File: src/sltp_pkg.sv
// constants, types and helpers of the supply line telegram port
package sltp_pkg;

    // ------------------------------------------------------------
    // timing
    // ------------------------------------------------------------
    localparam int CLK_PERIOD_NS = 4;
    localparam int TICK_NS       = 1000;
    localparam int TICK_CYCLES   = TICK_NS / CLK_PERIOD_NS;
    localparam int TICK_W        = 8;
    localparam int TIME_W        = 12;

    // times in microseconds
    localparam int SUP_BIT_MIN_US = 1700;
    localparam int SUP_BIT_MAX_US = 1900;
    localparam int OUT_BIT_US     = 3000;
    localparam int SEL_MIN_US     = 50;
    localparam int SEL_MAX_US     = 200;

    // percentages of a bit period
    localparam int ONE_PCT   = 65;
    localparam int SPLIT_PCT = 90;
    localparam int IDLE_PCT  = 150;

    // counts of microsecond ticks
    localparam logic [TIME_W-1:0] SUP_BIT_MIN_TICKS =
        TIME_W'((SUP_BIT_MIN_US * 1000 + TICK_NS - 1) / TICK_NS);
    localparam logic [TIME_W-1:0] SUP_BIT_MAX_TICKS =
        TIME_W'((SUP_BIT_MAX_US * 1000) / TICK_NS);
    localparam logic [TIME_W-1:0] OUT_BIT_TICKS =
        TIME_W'((OUT_BIT_US * 1000) / TICK_NS);
    localparam logic [TIME_W-1:0] OUT_ONE_TICKS =
        TIME_W'((OUT_BIT_US * 1000 / TICK_NS) * ONE_PCT / 100);
    localparam logic [TIME_W-1:0] SEL_MIN_TICKS =
        TIME_W'((SEL_MIN_US * 1000 + TICK_NS - 1) / TICK_NS);
    localparam logic [TIME_W-1:0] SEL_MAX_TICKS =
        TIME_W'((SEL_MAX_US * 1000) / TICK_NS);

    // ------------------------------------------------------------
    // frame layout
    // ------------------------------------------------------------
    localparam int CMD_W   = 3;
    localparam int ADR_W   = 4;
    localparam int DAT_W   = 14;
    localparam int FRAME_W = 24;
    localparam int REQ_W   = CMD_W + ADR_W + DAT_W;
    localparam int CNT_W   = 5;
    localparam int FIFO_DEPTH = 4;

    localparam logic [CNT_W-1:0] HDR_BITS     = 5'h09;
    localparam logic [CNT_W-1:0] WR_BITS      = 5'h18;
    localparam logic [CNT_W-1:0] TX_ACK_BITS  = 5'h01;
    localparam logic [CNT_W-1:0] TX_READ_BITS = 5'h10;

    // positions in a left-aligned frame
    localparam int POS_CMD = 21;
    localparam int POS_CP  = 20;
    localparam int POS_ADR = 16;
    localparam int POS_AP  = 15;
    localparam int POS_DAT = 1;
    localparam int POS_DP  = 0;

    // ------------------------------------------------------------
    // codes
    // ------------------------------------------------------------
    localparam logic [CMD_W-1:0] CMD_READ  = 3'h2;
    localparam logic [CMD_W-1:0] CMD_WRITE = 3'h3;
    localparam logic [CMD_W-1:0] CMD_BURN  = 3'h4;
    localparam logic [CMD_W-1:0] CMD_ERASE = 3'h5;
    localparam logic [ADR_W-1:0] ADR_DEACT = 4'hf;
    localparam logic [DAT_W-1:0] DEACT_VALUE = 14'h080f;

    typedef enum logic [1:0] {RX_IDLE, RX_SYNC, RX_BITS} sltp_rx_state_t;
    typedef enum logic [1:0] {EX_IDLE, EX_USER, EX_TX} sltp_ex_state_t;

    // true when the low w bits of v hold an odd count of zeros
    function automatic logic zeros_odd(input logic [DAT_W-1:0] v,
                                       input int w);
        logic r;
        r = 1'b0;
        for (int i = 0; i < DAT_W; i++) begin
            if (i < w && !v[i]) begin
                r = ~r;
            end
        end
        return r;
    endfunction

endpackage

File: src/sltp_port.sv
// request fifo and telegram port of the supply line programming link

// ----------------------------------------------------------------
// request fifo
// ----------------------------------------------------------------
module sltp_fifo #(
    parameter int WIDTH = 21,
    parameter int DEPTH = 4
) (
    // clock and reset
    input  wire logic             clk,
    input  wire logic             rst,
    // filling side
    input  wire logic             in_valid,
    output logic                  in_ready,
    input  wire logic [WIDTH-1:0] in_data,
    // draining side
    output logic                  out_valid,
    input  wire logic             out_ready,
    output logic [WIDTH-1:0]      out_data
);
    localparam int PW = $clog2(DEPTH);

    logic [WIDTH-1:0] mem_q [DEPTH];
    logic [PW-1:0]    wr_q;
    logic [PW-1:0]    rd_q;
    logic [PW:0]      cnt_q;
    logic             push;
    logic             pop;

    assign in_ready  = (cnt_q != (PW+1)'(DEPTH));
    assign out_valid = (cnt_q != '0);
    assign out_data  = mem_q[rd_q];
    assign push      = in_valid && in_ready;
    assign pop       = out_valid && out_ready;

    always_ff @(posedge clk) begin
        if (push) begin
            mem_q[wr_q] <= in_data;
        end
    end

    always_ff @(posedge clk) begin
        if (rst) begin
            wr_q  <= '0;
            rd_q  <= '0;
            cnt_q <= '0;
        end else begin
            if (push) begin
                wr_q <= (wr_q == PW'(DEPTH-1)) ? '0 : wr_q + 1'b1;
            end
            if (pop) begin
                rd_q <= (rd_q == PW'(DEPTH-1)) ? '0 : rd_q + 1'b1;
            end
            if (push && !pop) begin
                cnt_q <= cnt_q + 1'b1;
            end else if (pop && !push) begin
                cnt_q <= cnt_q - 1'b1;
            end
        end
    end
endmodule // sltp_fifo

// ----------------------------------------------------------------
// telegram port
// ----------------------------------------------------------------
module sltp_port #(
    parameter int DEPTH       = sltp_pkg::FIFO_DEPTH,
    parameter int TICK_CYCLES = sltp_pkg::TICK_CYCLES
) (
    // clock and reset
    input  wire logic                       CLOCK_IN,
    input  wire logic                       RESET_IN,
    // supply line comparator
    input  wire logic                       SUPPLY_HIGH_IN,
    // output pin
    input  wire logic                       OUT_PIN_IN,
    output logic                            OUT_PIN_OUT,
    output logic                            OUT_PIN_OE_N_OUT,
    // request to the register side
    output logic                            CMD_VALID_OUT,
    output logic [sltp_pkg::CMD_W-1:0]      CMD_CODE_OUT,
    output logic [sltp_pkg::ADR_W-1:0]      CMD_ADDR_OUT,
    output logic [sltp_pkg::DAT_W-1:0]      CMD_DATA_OUT,
    input  wire logic                       CMD_DONE_IN,
    input  wire logic [sltp_pkg::DAT_W-1:0] CMD_RDATA_IN,
    // status
    output logic                            ACTIVE_OUT,
    output logic                            FRAME_ERROR_OUT
);
    localparam int TW = sltp_pkg::TIME_W;
    localparam int CW = sltp_pkg::CNT_W;

    // ------------------------------------------------------------
    // tick divider and synchronisers
    // ------------------------------------------------------------
    logic [sltp_pkg::TICK_W-1:0] div_q;
    logic                        tick_q;
    logic                        sup_s1_q;
    logic                        sup_s2_q;
    logic                        sup_s3_q;
    logic                        pin_s1_q;
    logic                        pin_s2_q;
    logic                        pin_s3_q;
    logic                        sup_edge;

    always_ff @(posedge CLOCK_IN) begin
        if (RESET_IN) begin
            div_q  <= '0;
            tick_q <= 1'b0;
        end else begin
            tick_q <= (div_q == sltp_pkg::TICK_W'(TICK_CYCLES-1));
            if (div_q == sltp_pkg::TICK_W'(TICK_CYCLES-1)) begin
                div_q <= '0;
            end else begin
                div_q <= div_q + 1'b1;
            end
        end
    end

    always_ff @(posedge CLOCK_IN) begin
        if (RESET_IN) begin
            sup_s1_q <= 1'b0;
            sup_s2_q <= 1'b0;
            sup_s3_q <= 1'b0;
            pin_s1_q <= 1'b0;
            pin_s2_q <= 1'b0;
            pin_s3_q <= 1'b0;
        end else begin
            sup_s1_q <= SUPPLY_HIGH_IN;
            sup_s2_q <= sup_s1_q;
            sup_s3_q <= sup_s2_q;
            pin_s1_q <= OUT_PIN_IN;
            pin_s2_q <= pin_s1_q;
            pin_s3_q <= pin_s2_q;
        end
    end

    assign sup_edge = sup_s2_q ^ sup_s3_q;

    // ------------------------------------------------------------
    // telegram receiver
    // ------------------------------------------------------------
    sltp_pkg::sltp_rx_state_t         rx_q;
    logic [TW-1:0]                    t_q;
    logic [TW-1:0]                    split_q;
    logic [TW-1:0]                    idle_q;
    logic [CW-1:0]                    nbits_q;
    logic                             mid_q;
    logic [sltp_pkg::FRAME_W-1:0]     sr_q;
    logic                             fin;
    logic [sltp_pkg::FRAME_W-1:0]     fr;
    logic [sltp_pkg::CMD_W-1:0]       f_cmd;
    logic [sltp_pkg::ADR_W-1:0]       f_adr;
    logic [sltp_pkg::DAT_W-1:0]       f_dat;
    logic                             f_ok;
    logic                             push_q;
    logic [sltp_pkg::REQ_W-1:0]       push_data_q;
    logic                             err_q;
    logic                             fifo_in_ready;
    logic                             deact_q;

    // a zero has no inner edge; the first edge before the split is the inner
    // edge of a one, the next one closes the bit
    always_ff @(posedge CLOCK_IN) begin
        if (RESET_IN) begin
            rx_q    <= sltp_pkg::RX_IDLE;
            t_q     <= '0;
            split_q <= '0;
            idle_q  <= '0;
            nbits_q <= '0;
            mid_q   <= 1'b0;
            sr_q    <= '0;
        end else begin
            if (tick_q && t_q != '1) begin
                t_q <= t_q + 1'b1;
            end
            case (rx_q)
                sltp_pkg::RX_IDLE: begin
                    // stall new frames while the fifo is full
                    if (sup_edge && fifo_in_ready) begin
                        rx_q <= sltp_pkg::RX_SYNC;
                        t_q  <= '0;
                    end
                end
                sltp_pkg::RX_SYNC: begin
                    // sync bit length becomes the supply bit period
                    if (sup_edge) begin
                        if (t_q >= sltp_pkg::SUP_BIT_MIN_TICKS &&
                            t_q <= sltp_pkg::SUP_BIT_MAX_TICKS) begin
                            split_q <= TW'((t_q * sltp_pkg::SPLIT_PCT) / 100);
                            idle_q  <= TW'((t_q * sltp_pkg::IDLE_PCT) / 100);
                            rx_q    <= sltp_pkg::RX_BITS;
                            nbits_q <= '0;
                            mid_q   <= 1'b0;
                        end else begin
                            rx_q <= sltp_pkg::RX_IDLE;
                        end
                        t_q <= '0;
                    end else if (t_q > sltp_pkg::SUP_BIT_MAX_TICKS) begin
                        rx_q <= sltp_pkg::RX_IDLE;
                    end
                end
                sltp_pkg::RX_BITS: begin
                    if (fin) begin
                        rx_q <= sltp_pkg::RX_IDLE;
                    end else if (sup_edge) begin
                        if (t_q < split_q && !mid_q) begin
                            mid_q <= 1'b1;
                        end else begin
                            sr_q    <= {sr_q[sltp_pkg::FRAME_W-2:0], mid_q};
                            nbits_q <= nbits_q + 1'b1;
                            mid_q   <= 1'b0;
                            t_q     <= '0;
                        end
                    end
                end
                default: begin
                    rx_q <= sltp_pkg::RX_IDLE;
                end
            endcase
        end
    end

    // frame ends on silence or on the longest frame
    assign fin = (rx_q == sltp_pkg::RX_BITS) &&
                 (t_q > idle_q || nbits_q == sltp_pkg::WR_BITS);

    // short frames are left-aligned so fields sit at fixed places
    assign fr    = (nbits_q == sltp_pkg::HDR_BITS) ?
                   {sr_q[8:0], 15'h0000} : sr_q;
    // fields arrive most significant bit first
    assign f_cmd = fr[sltp_pkg::POS_CMD +: sltp_pkg::CMD_W];
    assign f_adr = fr[sltp_pkg::POS_ADR +: sltp_pkg::ADR_W];
    assign f_dat = fr[sltp_pkg::POS_DAT +: sltp_pkg::DAT_W];

    // parity and code checks; failures are discarded
    always_comb begin
        f_ok = 1'b0;
        if (nbits_q == sltp_pkg::HDR_BITS) begin
            f_ok = (f_cmd == sltp_pkg::CMD_READ ||
                    f_cmd == sltp_pkg::CMD_BURN ||
                    f_cmd == sltp_pkg::CMD_ERASE);
        end else if (nbits_q == sltp_pkg::WR_BITS) begin
            f_ok = (f_cmd == sltp_pkg::CMD_WRITE) &&
                   (fr[sltp_pkg::POS_DP] ==
                    !sltp_pkg::zeros_odd(f_dat, sltp_pkg::DAT_W));
        end
        if (fr[sltp_pkg::POS_CP] !=
            sltp_pkg::zeros_odd({11'h000, f_cmd}, sltp_pkg::CMD_W)) begin
            f_ok = 1'b0;
        end
        if (fr[sltp_pkg::POS_AP] !=
            sltp_pkg::zeros_odd({10'h000, f_adr}, sltp_pkg::ADR_W)) begin
            f_ok = 1'b0;
        end
    end

    // hand valid frames to the fifo; a deactivated device drops them
    always_ff @(posedge CLOCK_IN) begin
        if (RESET_IN) begin
            push_q      <= 1'b0;
            push_data_q <= '0;
            err_q       <= 1'b0;
        end else begin
            push_q <= fin && f_ok && !deact_q;
            err_q  <= fin && !f_ok;
            if (fin) begin
                push_data_q <= {f_cmd, f_adr, f_dat};
            end
        end
    end

    // ------------------------------------------------------------
    // request fifo
    // ------------------------------------------------------------
    logic                       req_valid;
    logic                       req_ready;
    logic [sltp_pkg::REQ_W-1:0] req_data;

    sltp_fifo #(
        .WIDTH (sltp_pkg::REQ_W),
        .DEPTH (DEPTH)
    ) u_fifo (
        .clk       (CLOCK_IN),
        .rst       (RESET_IN),
        .in_valid  (push_q),
        .in_ready  (fifo_in_ready),
        .in_data   (push_data_q),
        .out_valid (req_valid),
        .out_ready (req_ready),
        .out_data  (req_data)
    );

    // ------------------------------------------------------------
    // executor and reply transmitter
    // ------------------------------------------------------------
    sltp_pkg::sltp_ex_state_t    ex_q;
    logic [TW-1:0]               tt_q;
    logic [CW-1:0]               left_q;
    logic [15:0]                 tx_sr_q;
    logic                        is_read_q;
    logic                        is_deact_q;
    logic                        level_q;
    logic                        valid_q;
    logic [sltp_pkg::CMD_W-1:0]  code_q;
    logic [sltp_pkg::ADR_W-1:0]  addr_q;
    logic [sltp_pkg::DAT_W-1:0]  data_q;
    logic                        set_deact;
    logic [sltp_pkg::CMD_W-1:0]  r_cmd;
    logic [sltp_pkg::ADR_W-1:0]  r_adr;
    logic [sltp_pkg::DAT_W-1:0]  r_dat;

    assign req_ready = (ex_q == sltp_pkg::EX_IDLE);
    assign r_cmd = req_data[sltp_pkg::REQ_W-1 -: sltp_pkg::CMD_W];
    assign r_adr = req_data[sltp_pkg::DAT_W +: sltp_pkg::ADR_W];
    assign r_dat = req_data[sltp_pkg::DAT_W-1:0];
    assign set_deact = (ex_q == sltp_pkg::EX_TX) && tick_q && is_deact_q &&
                       left_q == sltp_pkg::TX_ACK_BITS &&
                       tt_q == sltp_pkg::OUT_BIT_TICKS - 1'b1;

    always_ff @(posedge CLOCK_IN) begin
        if (RESET_IN) begin
            ex_q       <= sltp_pkg::EX_IDLE;
            tt_q       <= '0;
            left_q     <= '0;
            tx_sr_q    <= '0;
            is_read_q  <= 1'b0;
            is_deact_q <= 1'b0;
            level_q    <= 1'b0;
            valid_q    <= 1'b0;
            code_q     <= '0;
            addr_q     <= '0;
            data_q     <= '0;
        end else begin
            case (ex_q)
                sltp_pkg::EX_IDLE: begin
                    if (req_valid) begin
                        code_q    <= r_cmd;
                        addr_q    <= r_adr;
                        data_q    <= r_dat;
                        is_read_q <= (r_cmd == sltp_pkg::CMD_READ);
                        if (r_cmd == sltp_pkg::CMD_WRITE &&
                            r_adr == sltp_pkg::ADR_DEACT &&
                            r_dat == sltp_pkg::DEACT_VALUE) begin
                            // handled here, still acknowledged
                            is_deact_q <= 1'b1;
                            ex_q       <= sltp_pkg::EX_TX;
                            left_q     <= sltp_pkg::TX_ACK_BITS;
                            tx_sr_q    <= '0;
                            tt_q       <= '0;
                            level_q    <= ~level_q;
                        end else begin
                            is_deact_q <= 1'b0;
                            valid_q    <= 1'b1;
                            ex_q       <= sltp_pkg::EX_USER;
                        end
                    end
                end
                sltp_pkg::EX_USER: begin
                    // acknowledge only once the request is carried out
                    if (CMD_DONE_IN) begin
                        valid_q <= 1'b0;
                        ex_q    <= sltp_pkg::EX_TX;
                        tt_q    <= '0;
                        level_q <= ~level_q;
                        if (is_read_q) begin
                            // acknowledge, data, parity
                            left_q  <= sltp_pkg::TX_READ_BITS;
                            tx_sr_q <= {1'b0, CMD_RDATA_IN,
                                        !sltp_pkg::zeros_odd(CMD_RDATA_IN,
                                            sltp_pkg::DAT_W)};
                        end else begin
                            left_q  <= sltp_pkg::TX_ACK_BITS;
                            tx_sr_q <= '0;
                        end
                    end
                end
                sltp_pkg::EX_TX: begin
                    // fixed output bit period
                    if (tick_q) begin
                        tt_q <= tt_q + 1'b1;
                        if (tt_q == sltp_pkg::OUT_ONE_TICKS - 1'b1 &&
                            tx_sr_q[15]) begin
                            level_q <= ~level_q;
                        end
                        if (tt_q == sltp_pkg::OUT_BIT_TICKS - 1'b1) begin
                            level_q <= ~level_q;
                            tt_q    <= '0;
                            tx_sr_q <= {tx_sr_q[14:0], 1'b0};
                            left_q  <= left_q - 1'b1;
                            if (left_q == sltp_pkg::TX_ACK_BITS) begin
                                ex_q <= sltp_pkg::EX_IDLE;
                            end
                        end
                    end
                end
                default: begin
                    ex_q <= sltp_pkg::EX_IDLE;
                end
            endcase
        end
    end

    // ------------------------------------------------------------
    // deactivation and select pulse
    // ------------------------------------------------------------
    logic [TW-1:0] hi_q;
    logic          sel_hit;
    logic          active_q;

    // a high pulse of legal length on the released pin selects
    assign sel_hit = deact_q && pin_s3_q && !pin_s2_q &&
                     hi_q >= sltp_pkg::SEL_MIN_TICKS &&
                     hi_q <= sltp_pkg::SEL_MAX_TICKS;

    always_ff @(posedge CLOCK_IN) begin
        if (RESET_IN) begin
            hi_q <= '0;
        end else if (!pin_s2_q) begin
            hi_q <= '0;
        end else if (tick_q && hi_q != '1) begin
            hi_q <= hi_q + 1'b1;
        end
    end

    always_ff @(posedge CLOCK_IN) begin
        if (RESET_IN) begin
            deact_q  <= 1'b0;
            active_q <= 1'b1;
        end else if (set_deact) begin
            deact_q  <= 1'b1;
            active_q <= 1'b0;
        end else if (sel_hit) begin
            deact_q  <= 1'b0;
            active_q <= 1'b1;
        end
    end

    // ------------------------------------------------------------
    // outputs
    // ------------------------------------------------------------
    assign OUT_PIN_OUT      = level_q;
    assign OUT_PIN_OE_N_OUT = deact_q;
    assign CMD_VALID_OUT    = valid_q;
    assign CMD_CODE_OUT     = code_q;
    assign CMD_ADDR_OUT     = addr_q;
    assign CMD_DATA_OUT     = data_q;
    assign ACTIVE_OUT       = active_q;
    assign FRAME_ERROR_OUT  = err_q;

endmodule // sltp_port

File: config.mk
export PLATFORM = sky130hd
export DESIGN_NAME = sltp_port
export DESIGN_NICKNAME = d
export VERILOG_FILES = /design/src/sltp_pkg.sv /design/src/sltp_port.sv
export SDC_FILE = /design/constraint.sdc
export NUM_CORES = 1
export LEC_CHECK = 0
export ABC_AREA = 1
export BUFFER_PORTS_ARGS = -buffer_cell sky130_fd_sc_hd__buf_4
export CAP_MARGIN = 20
export CORE_MARGIN = 2
export CORE_UTILIZATION = 65
export CTS_BUF_LIST = sky130_fd_sc_hd__clkbuf_16
export DETAILED_ROUTE_END_ITERATION = 10
export HOLD_SLACK_MARGIN = 0.03
export PLACE_DENSITY = 0.79
export RECOVER_POWER = 100
export SYNTH_ARGS = -nofsm -noshare
export SYNTH_HDL_FRONTEND = slang
export SYNTH_SLANG_ARGS = --single-unit
File: constraint.sdc
create_clock -name CLOCK_IN -period 16.3 [get_ports CLOCK_IN]
set_clock_uncertainty 0.15 [all_clocks]
set_input_delay 0 -clock CLOCK_IN [delete_from_list [all_inputs] [get_ports CLOCK_IN]]
set_output_delay 0 -clock CLOCK_IN [all_outputs]
set_load 0.03 [all_outputs]
* After elaboration in Yosys (flattened, before gate mapping) *
Memory sizes are Yosys's and may differ from the RTL's. A register that Yosys moved wholly into a read port is not among the register bits.
Cells that the tools add are included.

cells by class
  $add $sub $neg = 10
  $mul = 2
  divide/modulo/power cells = 2
  magnitude comparators = 7
  equality and inequality tests = 42
  shift-type cells = 0
  mux-type cells = 200
  bitwise gates (word level) = 34
  reductions and logical operators = 57

operator list
  operator                                                                 number
  1-bit two-way mux                                                        144
  12-bit two-way mux                                                       11
  16-bit two-way mux                                                       5
  12-bit case mux with 3 select lines                                      2
  5-bit two-way mux                                                        11
  16-bit case mux with 3 select lines                                      1
  12-bit by 1-bit adder with 12-bit output, second input constant          3
  1-bit inverter                                                           33
  19-bit by 7-bit divider with 32-bit output, second input constant        1
  20-bit by 7-bit divider with 32-bit output, second input constant        1
  2-bit two-way mux                                                        15
  1-bit logical AND                                                        25
  24-bit two-way mux                                                       1
  12-bit != test, second input constant                                    2
  2-bit != test, second input constant                                     11
  12-bit by 7-bit multiplier with 19-bit output, second input constant     1
  12-bit by 6-bit multiplier with 18-bit output, second input constant     1
  6-bit AND reduction                                                      3
  15-bit two-way mux                                                       1
  5-bit case mux with 3 select lines                                       1
  5-bit AND reduction                                                      3
  14-bit by 12-bit equality test with 1-bit output, second input constant  1
  12-bit by 11-bit equality test with 1-bit output, second input constant  1
  12-bit equality test, second input constant                              1
  other kinds (42)                                                         75

storage, ports and cells
  register bits after elaboration = 187
  bits in latches = 0
  memory bits (writable) = 84
  ROM bits = 0
  output and inout bits = 26
  logic and storage cells = 390
  memories = 1

memories
  memory        words  bits a word  rd ports  clocked after Yosys merged registers in  wr ports  line             source
  u_fifo.mem_q  4      21           1         1                                        1         sltp_port.sv:24  logic [WIDTH-1:0] mem_q [DEPTH];

* Logic depth before layout (Yosys ltp) *
  depth in word-level cells = 87
  gate-level depth with buffers = 85
  mapped depth without buffers = 85

* Modules after synthesis *
From an unflattened synthesis, not the netlist that was laid out.

unflattened totals
  cell total of the unflattened synthesis = 2568
  area total of the unflattened synthesis = 18934.4 µm²

modules (own cells, without submodules)
  module     times used  cells an instance  area each (µm²)  sequential area each (µm²)
  sltp_port  1           2295               15224.6          3603.5
  sltp_fifo  1           273                3709.8           2702.6

* Worst setup path after synthesis *
No wires, ideal clock.

  path type = flip-flop to flip-flop
  start = reg t_q[6]
  end = reg idle_q[0]
  setup time = 0.119 ns
  data arrival time = 8.315 ns
  path slack = 7.715 ns
  stages on the path, launching flop included = 80
  period minus slack after synthesis = 8.585 ns
  path through = dfxtp_1 > ha_1 > ha_1 > inv_1 > fa_1 > fa_1 > inv_1 > ha_1 > nand2_1 > inv_2 > a21oi_1 > nand2_1 > nand2_1 > nand2_1 > nand2_1 > nand2_2 > nor2_4 > nand2_4 > [44 not listed] > nor2_4 > nand2_4 > nand2_4 > nand2_1 > nand2_1 > nor2_4 > nand2_2 > nand2_4 > nand2_1 > nand2_2 > nor2_2 > nand2_2 > nand2_2 > nand2_1 > nand2_1 > nand2_1 > nor2_1 > a21oi_1

on the way
  word-level cells in the longest chain between the ends = 3
  elaborated cells on any way between the ends = 6
  those cells by class = 1 x mul; 1 x div; 2 x order compare; 2 x reduce/logical

RTL lines
  element                                                                                             line              source
  start: declaration                                                                                  sltp_port.sv:145  logic [TW-1:0] t_q;
  start signal: assignment                                                                            sltp_port.sv:176  t_q <= t_q + 1'b1;
  parallel branches: the longest is 3 deep, another holds 20-bit by 7-bit divider with 32-bit output  n/a
  end signal: assignment                                                                              sltp_port.sv:192  idle_q <= TW'((t_q * sltp_pkg::IDLE_PCT) / 100);
  end: declaration                                                                                    sltp_port.sv:147  logic [TW-1:0] idle_q;

Parallel ways; which one is timed is not known.
A chain may end at the register's enable or synchronous reset.

* Worst setup path in the final report *
Ends and elaborated chain as after synthesis.

==> metrics.txt <==
outcome finished, violations left; failing checks capacitance limit, slew limit; Tot GR Track Use 27.69%; vias in the first global route 16330; Post-synth ARST share 0%; die extent in x 175.5 um; ys flop type dfxtp_1; dpl ws 6.404 ns; Rows 62; Seq. cell area 6306 sq um; Compound-Gate Fraction of Synth Area 13.34%; Post-DP HPWL 31310 um; post-synthesis mux area share 0.05235%; multi-input logic area 10860 sq um; largest buffer count on any clock path 3; ratio of cells with drive above 1 in the final layout 8.448%; core area 28860 sq um; top-count cell post-synth nand2_1; Worst-Skew Late Latency 0.54 ns; 1st-iter DRT viols 1060; number of synthesized register bits 273; WP buf/inv 5; Avg Vias per Cell 5.539; largest family of logic cells by synthesized area simple AND/OR/NAND/NOR gates; Vias 17080; Clk Tree Root Cell clkbuf_16; Synth Area in XOR/XNOR 2.932%; Synth area leader dfxtp_1; Tmin final 10.48 ns; Crit Path Category register to register; Reg clk slew, reported paths 0.06 ns; FMAX 95.40 MHz; Clock Sinks 273; CP endpoint kind register; critical path arrival 10.75 ns; iteration count of the initial detailed-routing pass 6; number of I/O port buffers 44; CP max-delay cell dfxtp_1; Die ar. 30800 sq um; DR DRC count 0; final setup fails 0; CP Launch Type register; post-synthesis cell count 2619; Top delay family on crit path simple AND/OR/NAND/NOR gates; htree depth 1; io pins 45; fillcell total 2304; Worst VDD drop 0.05487 mV; drt total wl 42850 um; final hold slack 0.2164 ns; r2r setup slk 5.82 ns; synth cell count leaders nand2_1 (542), inv_1 (399), nor2_1 (213); Area Overhead vs Synth 8.632%; CTS Buf Count 28; CTS tree yes; GP Congestion 0.8807; Worst-Margin Slew 3.665 ns; Avg WL per Cell 13.89 um; static leakage 10.27 nW; Yosys cell types 62; Max Fanout on Critical Path 11; initial antenna violation count 1; Final TNS setup 0 ns; Avg Synthesized Cell Area 7.300 sq um; slew margin rel. -144.3%; P per Cell Area 82.85 nW/um^2; final global-route overflow total 0; max-cap viol count 3; Max Transition Viols Final 204; worst setup margin 5.818 ns; Hold Fails Final Rpt 0; Synth Area in Simple Gates 29.51%; number of nets in the layout 2853; first-pass GRT wire length 73100 um; EDFF count, synth 84; largest net degree at the start of global routing 97; CP peak stage delay 0.67 ns; Hold Crit Class input pin to register; Synth top area share 19.79%; Die Y 175.5 um; Yosys Warn Count 0; final worst-path cycle share 64.31%; adder-cell share of the synthesized area 11.48%; top post-synthesis cells by area dfxtp_1 (20%), edfxtp_1 (13%), nand2_1 (11%), ha_1 (7.9%), inv_1 (7.8%); Final ANT Viol Nets 0; CP most frequent cell nand2_1; Resized cells post-CTS 0; RSZ-0062 raised after global routing false; mapped cell area 19120 sq um; Starting Density 66.25%; sequential-to-total area share from yosys stat 32.98%; Worst EP required 16.56 ns; syn nets 2793
-- metal layers --
layer / global-route usage, % / routed length (um) / vias to the layer above
met2: 51.44 / 21660 / 397
met5: 0 / 0 / -
li1: - / - / 8714
met1: 33.91 / 18160 / 7867
met3: 2.035 / 1756 / 105
met4: 9.160 / 1275 / 0
-- flip-flops by register name (all words and copies together), names as in the netlist, 14 cells and up, named ones only --
signal,cells
tx_sr_q,16
sr_q,24
push_data_q,21
CMD_DATA_OUT,14
u_fifo.mem_q,84
-- worst register-to-register path, delay by kind of cell, from the launching register on --
kind                       cells  cell delay [ns]
xor gates and xnor gates       1             0.48
DFF                            1             0.67
and+or+nand+nor               56             6.44
adders and majority gates      5             1.98
buffers and inverters          5             0.27
AOI/OAI and AO/OA              3             0.37
-- area by class of cell --
class / instances / area share, %
Antenna cell: 1 / 0.01205
Clock buffer: 28 / 3.373
Sequential cell: 273 / 30.36
Multi-Input combinational cell: 1852 / 52.28
Timing Repair Buffer: 87 / 2.916
Inverter: 437 / 7.910
Clock inverter: 22 / 0.8374
Tap cell: 384 / 2.313
-- report_power, final --
group | internal [mW] | total, mW | leakage [nW] | switching [mW]
Clock | 0.345 | 0.610 | 0.438 | 0.265
Combinational | 0.101 | 0.349 | 7.61 | 0.248
Sequential | 0.736 | 0.762 | 2.21 | 0.0259
Total | 1.18 | 1.72 | 10.3 | 0.538
-- layout by cell type, fill, tap and decap left out, drive strengths merged, types with 4 or more instances in the layout --
cell / n
o22ai: 6
nor3b: 8
o211ai: 10
dlygate4sd3: 32
a32oi: 10
nor2: 236
ha: 121
xor2: 34
or2: 9
a32o: 8
fa: 34
nor4: 9
clkbuf: 62
dfxtp: 189
nand2: 636
a31oi: 17
o21a: 7
a21oi: 161
xnor2: 30
o21ai: 191
a211oi: 13
buf: 21
nand4: 54
clkinv: 20
edfxtp: 84
nand3: 190
nor3: 32
nand3b: 5
inv: 435
o2111ai: 4
-- worst paths after layout --
path | start | to | cells past startpoint
min reg2reg | pin_s1_q$_SDFF_PP0_ | pin_s2_q$_SDFF_PP0_ | 2
max reg2reg | t_q[6]$_SDFF_PP0_ | idle_q[0]$_SDFFE_PP0P_ | 70
min | CMD_RDATA_IN[8] | tx_sr_q[9]$_SDFFE_PP0P_ | 4
max | t_q[6]$_SDFF_PP0_ | idle_q[0]$_SDFFE_PP0P_ | 70
-- repair_timing --
| action | CTS | global route |
|---|---|---|
| hold endpoints to repair | 51 | 0 |
| hold buffers | 32 | 0 |
| setup buffers | 0 | 0 |
-- stage by stage --
step | utilization (%) | instance area [sq um] | total power, mW | cells
after CTS | 72.77 | 21000 | 1.737 | 3083
after global routing | 71.97 | 20770 | 1.803 | 3084
after global placement | 68.63 | 19810 | 1.117 | 3001
after floorplan | - | 19120 | 1.027 | 2619
final | 71.97 | 20770 | 1.721 | 3084
after detailed placement | 68.63 | 19810 | 1.128 | 3001
-- logic make-up after synthesis --
kind of cell | count (synthesis)
xor+xnor | 64
mux | 1
compound gates | 451
flops | 273
fa+ha+maj | 155
buf+inv | 494
simple gates | 1181
(Power assumes the default switching activity.)
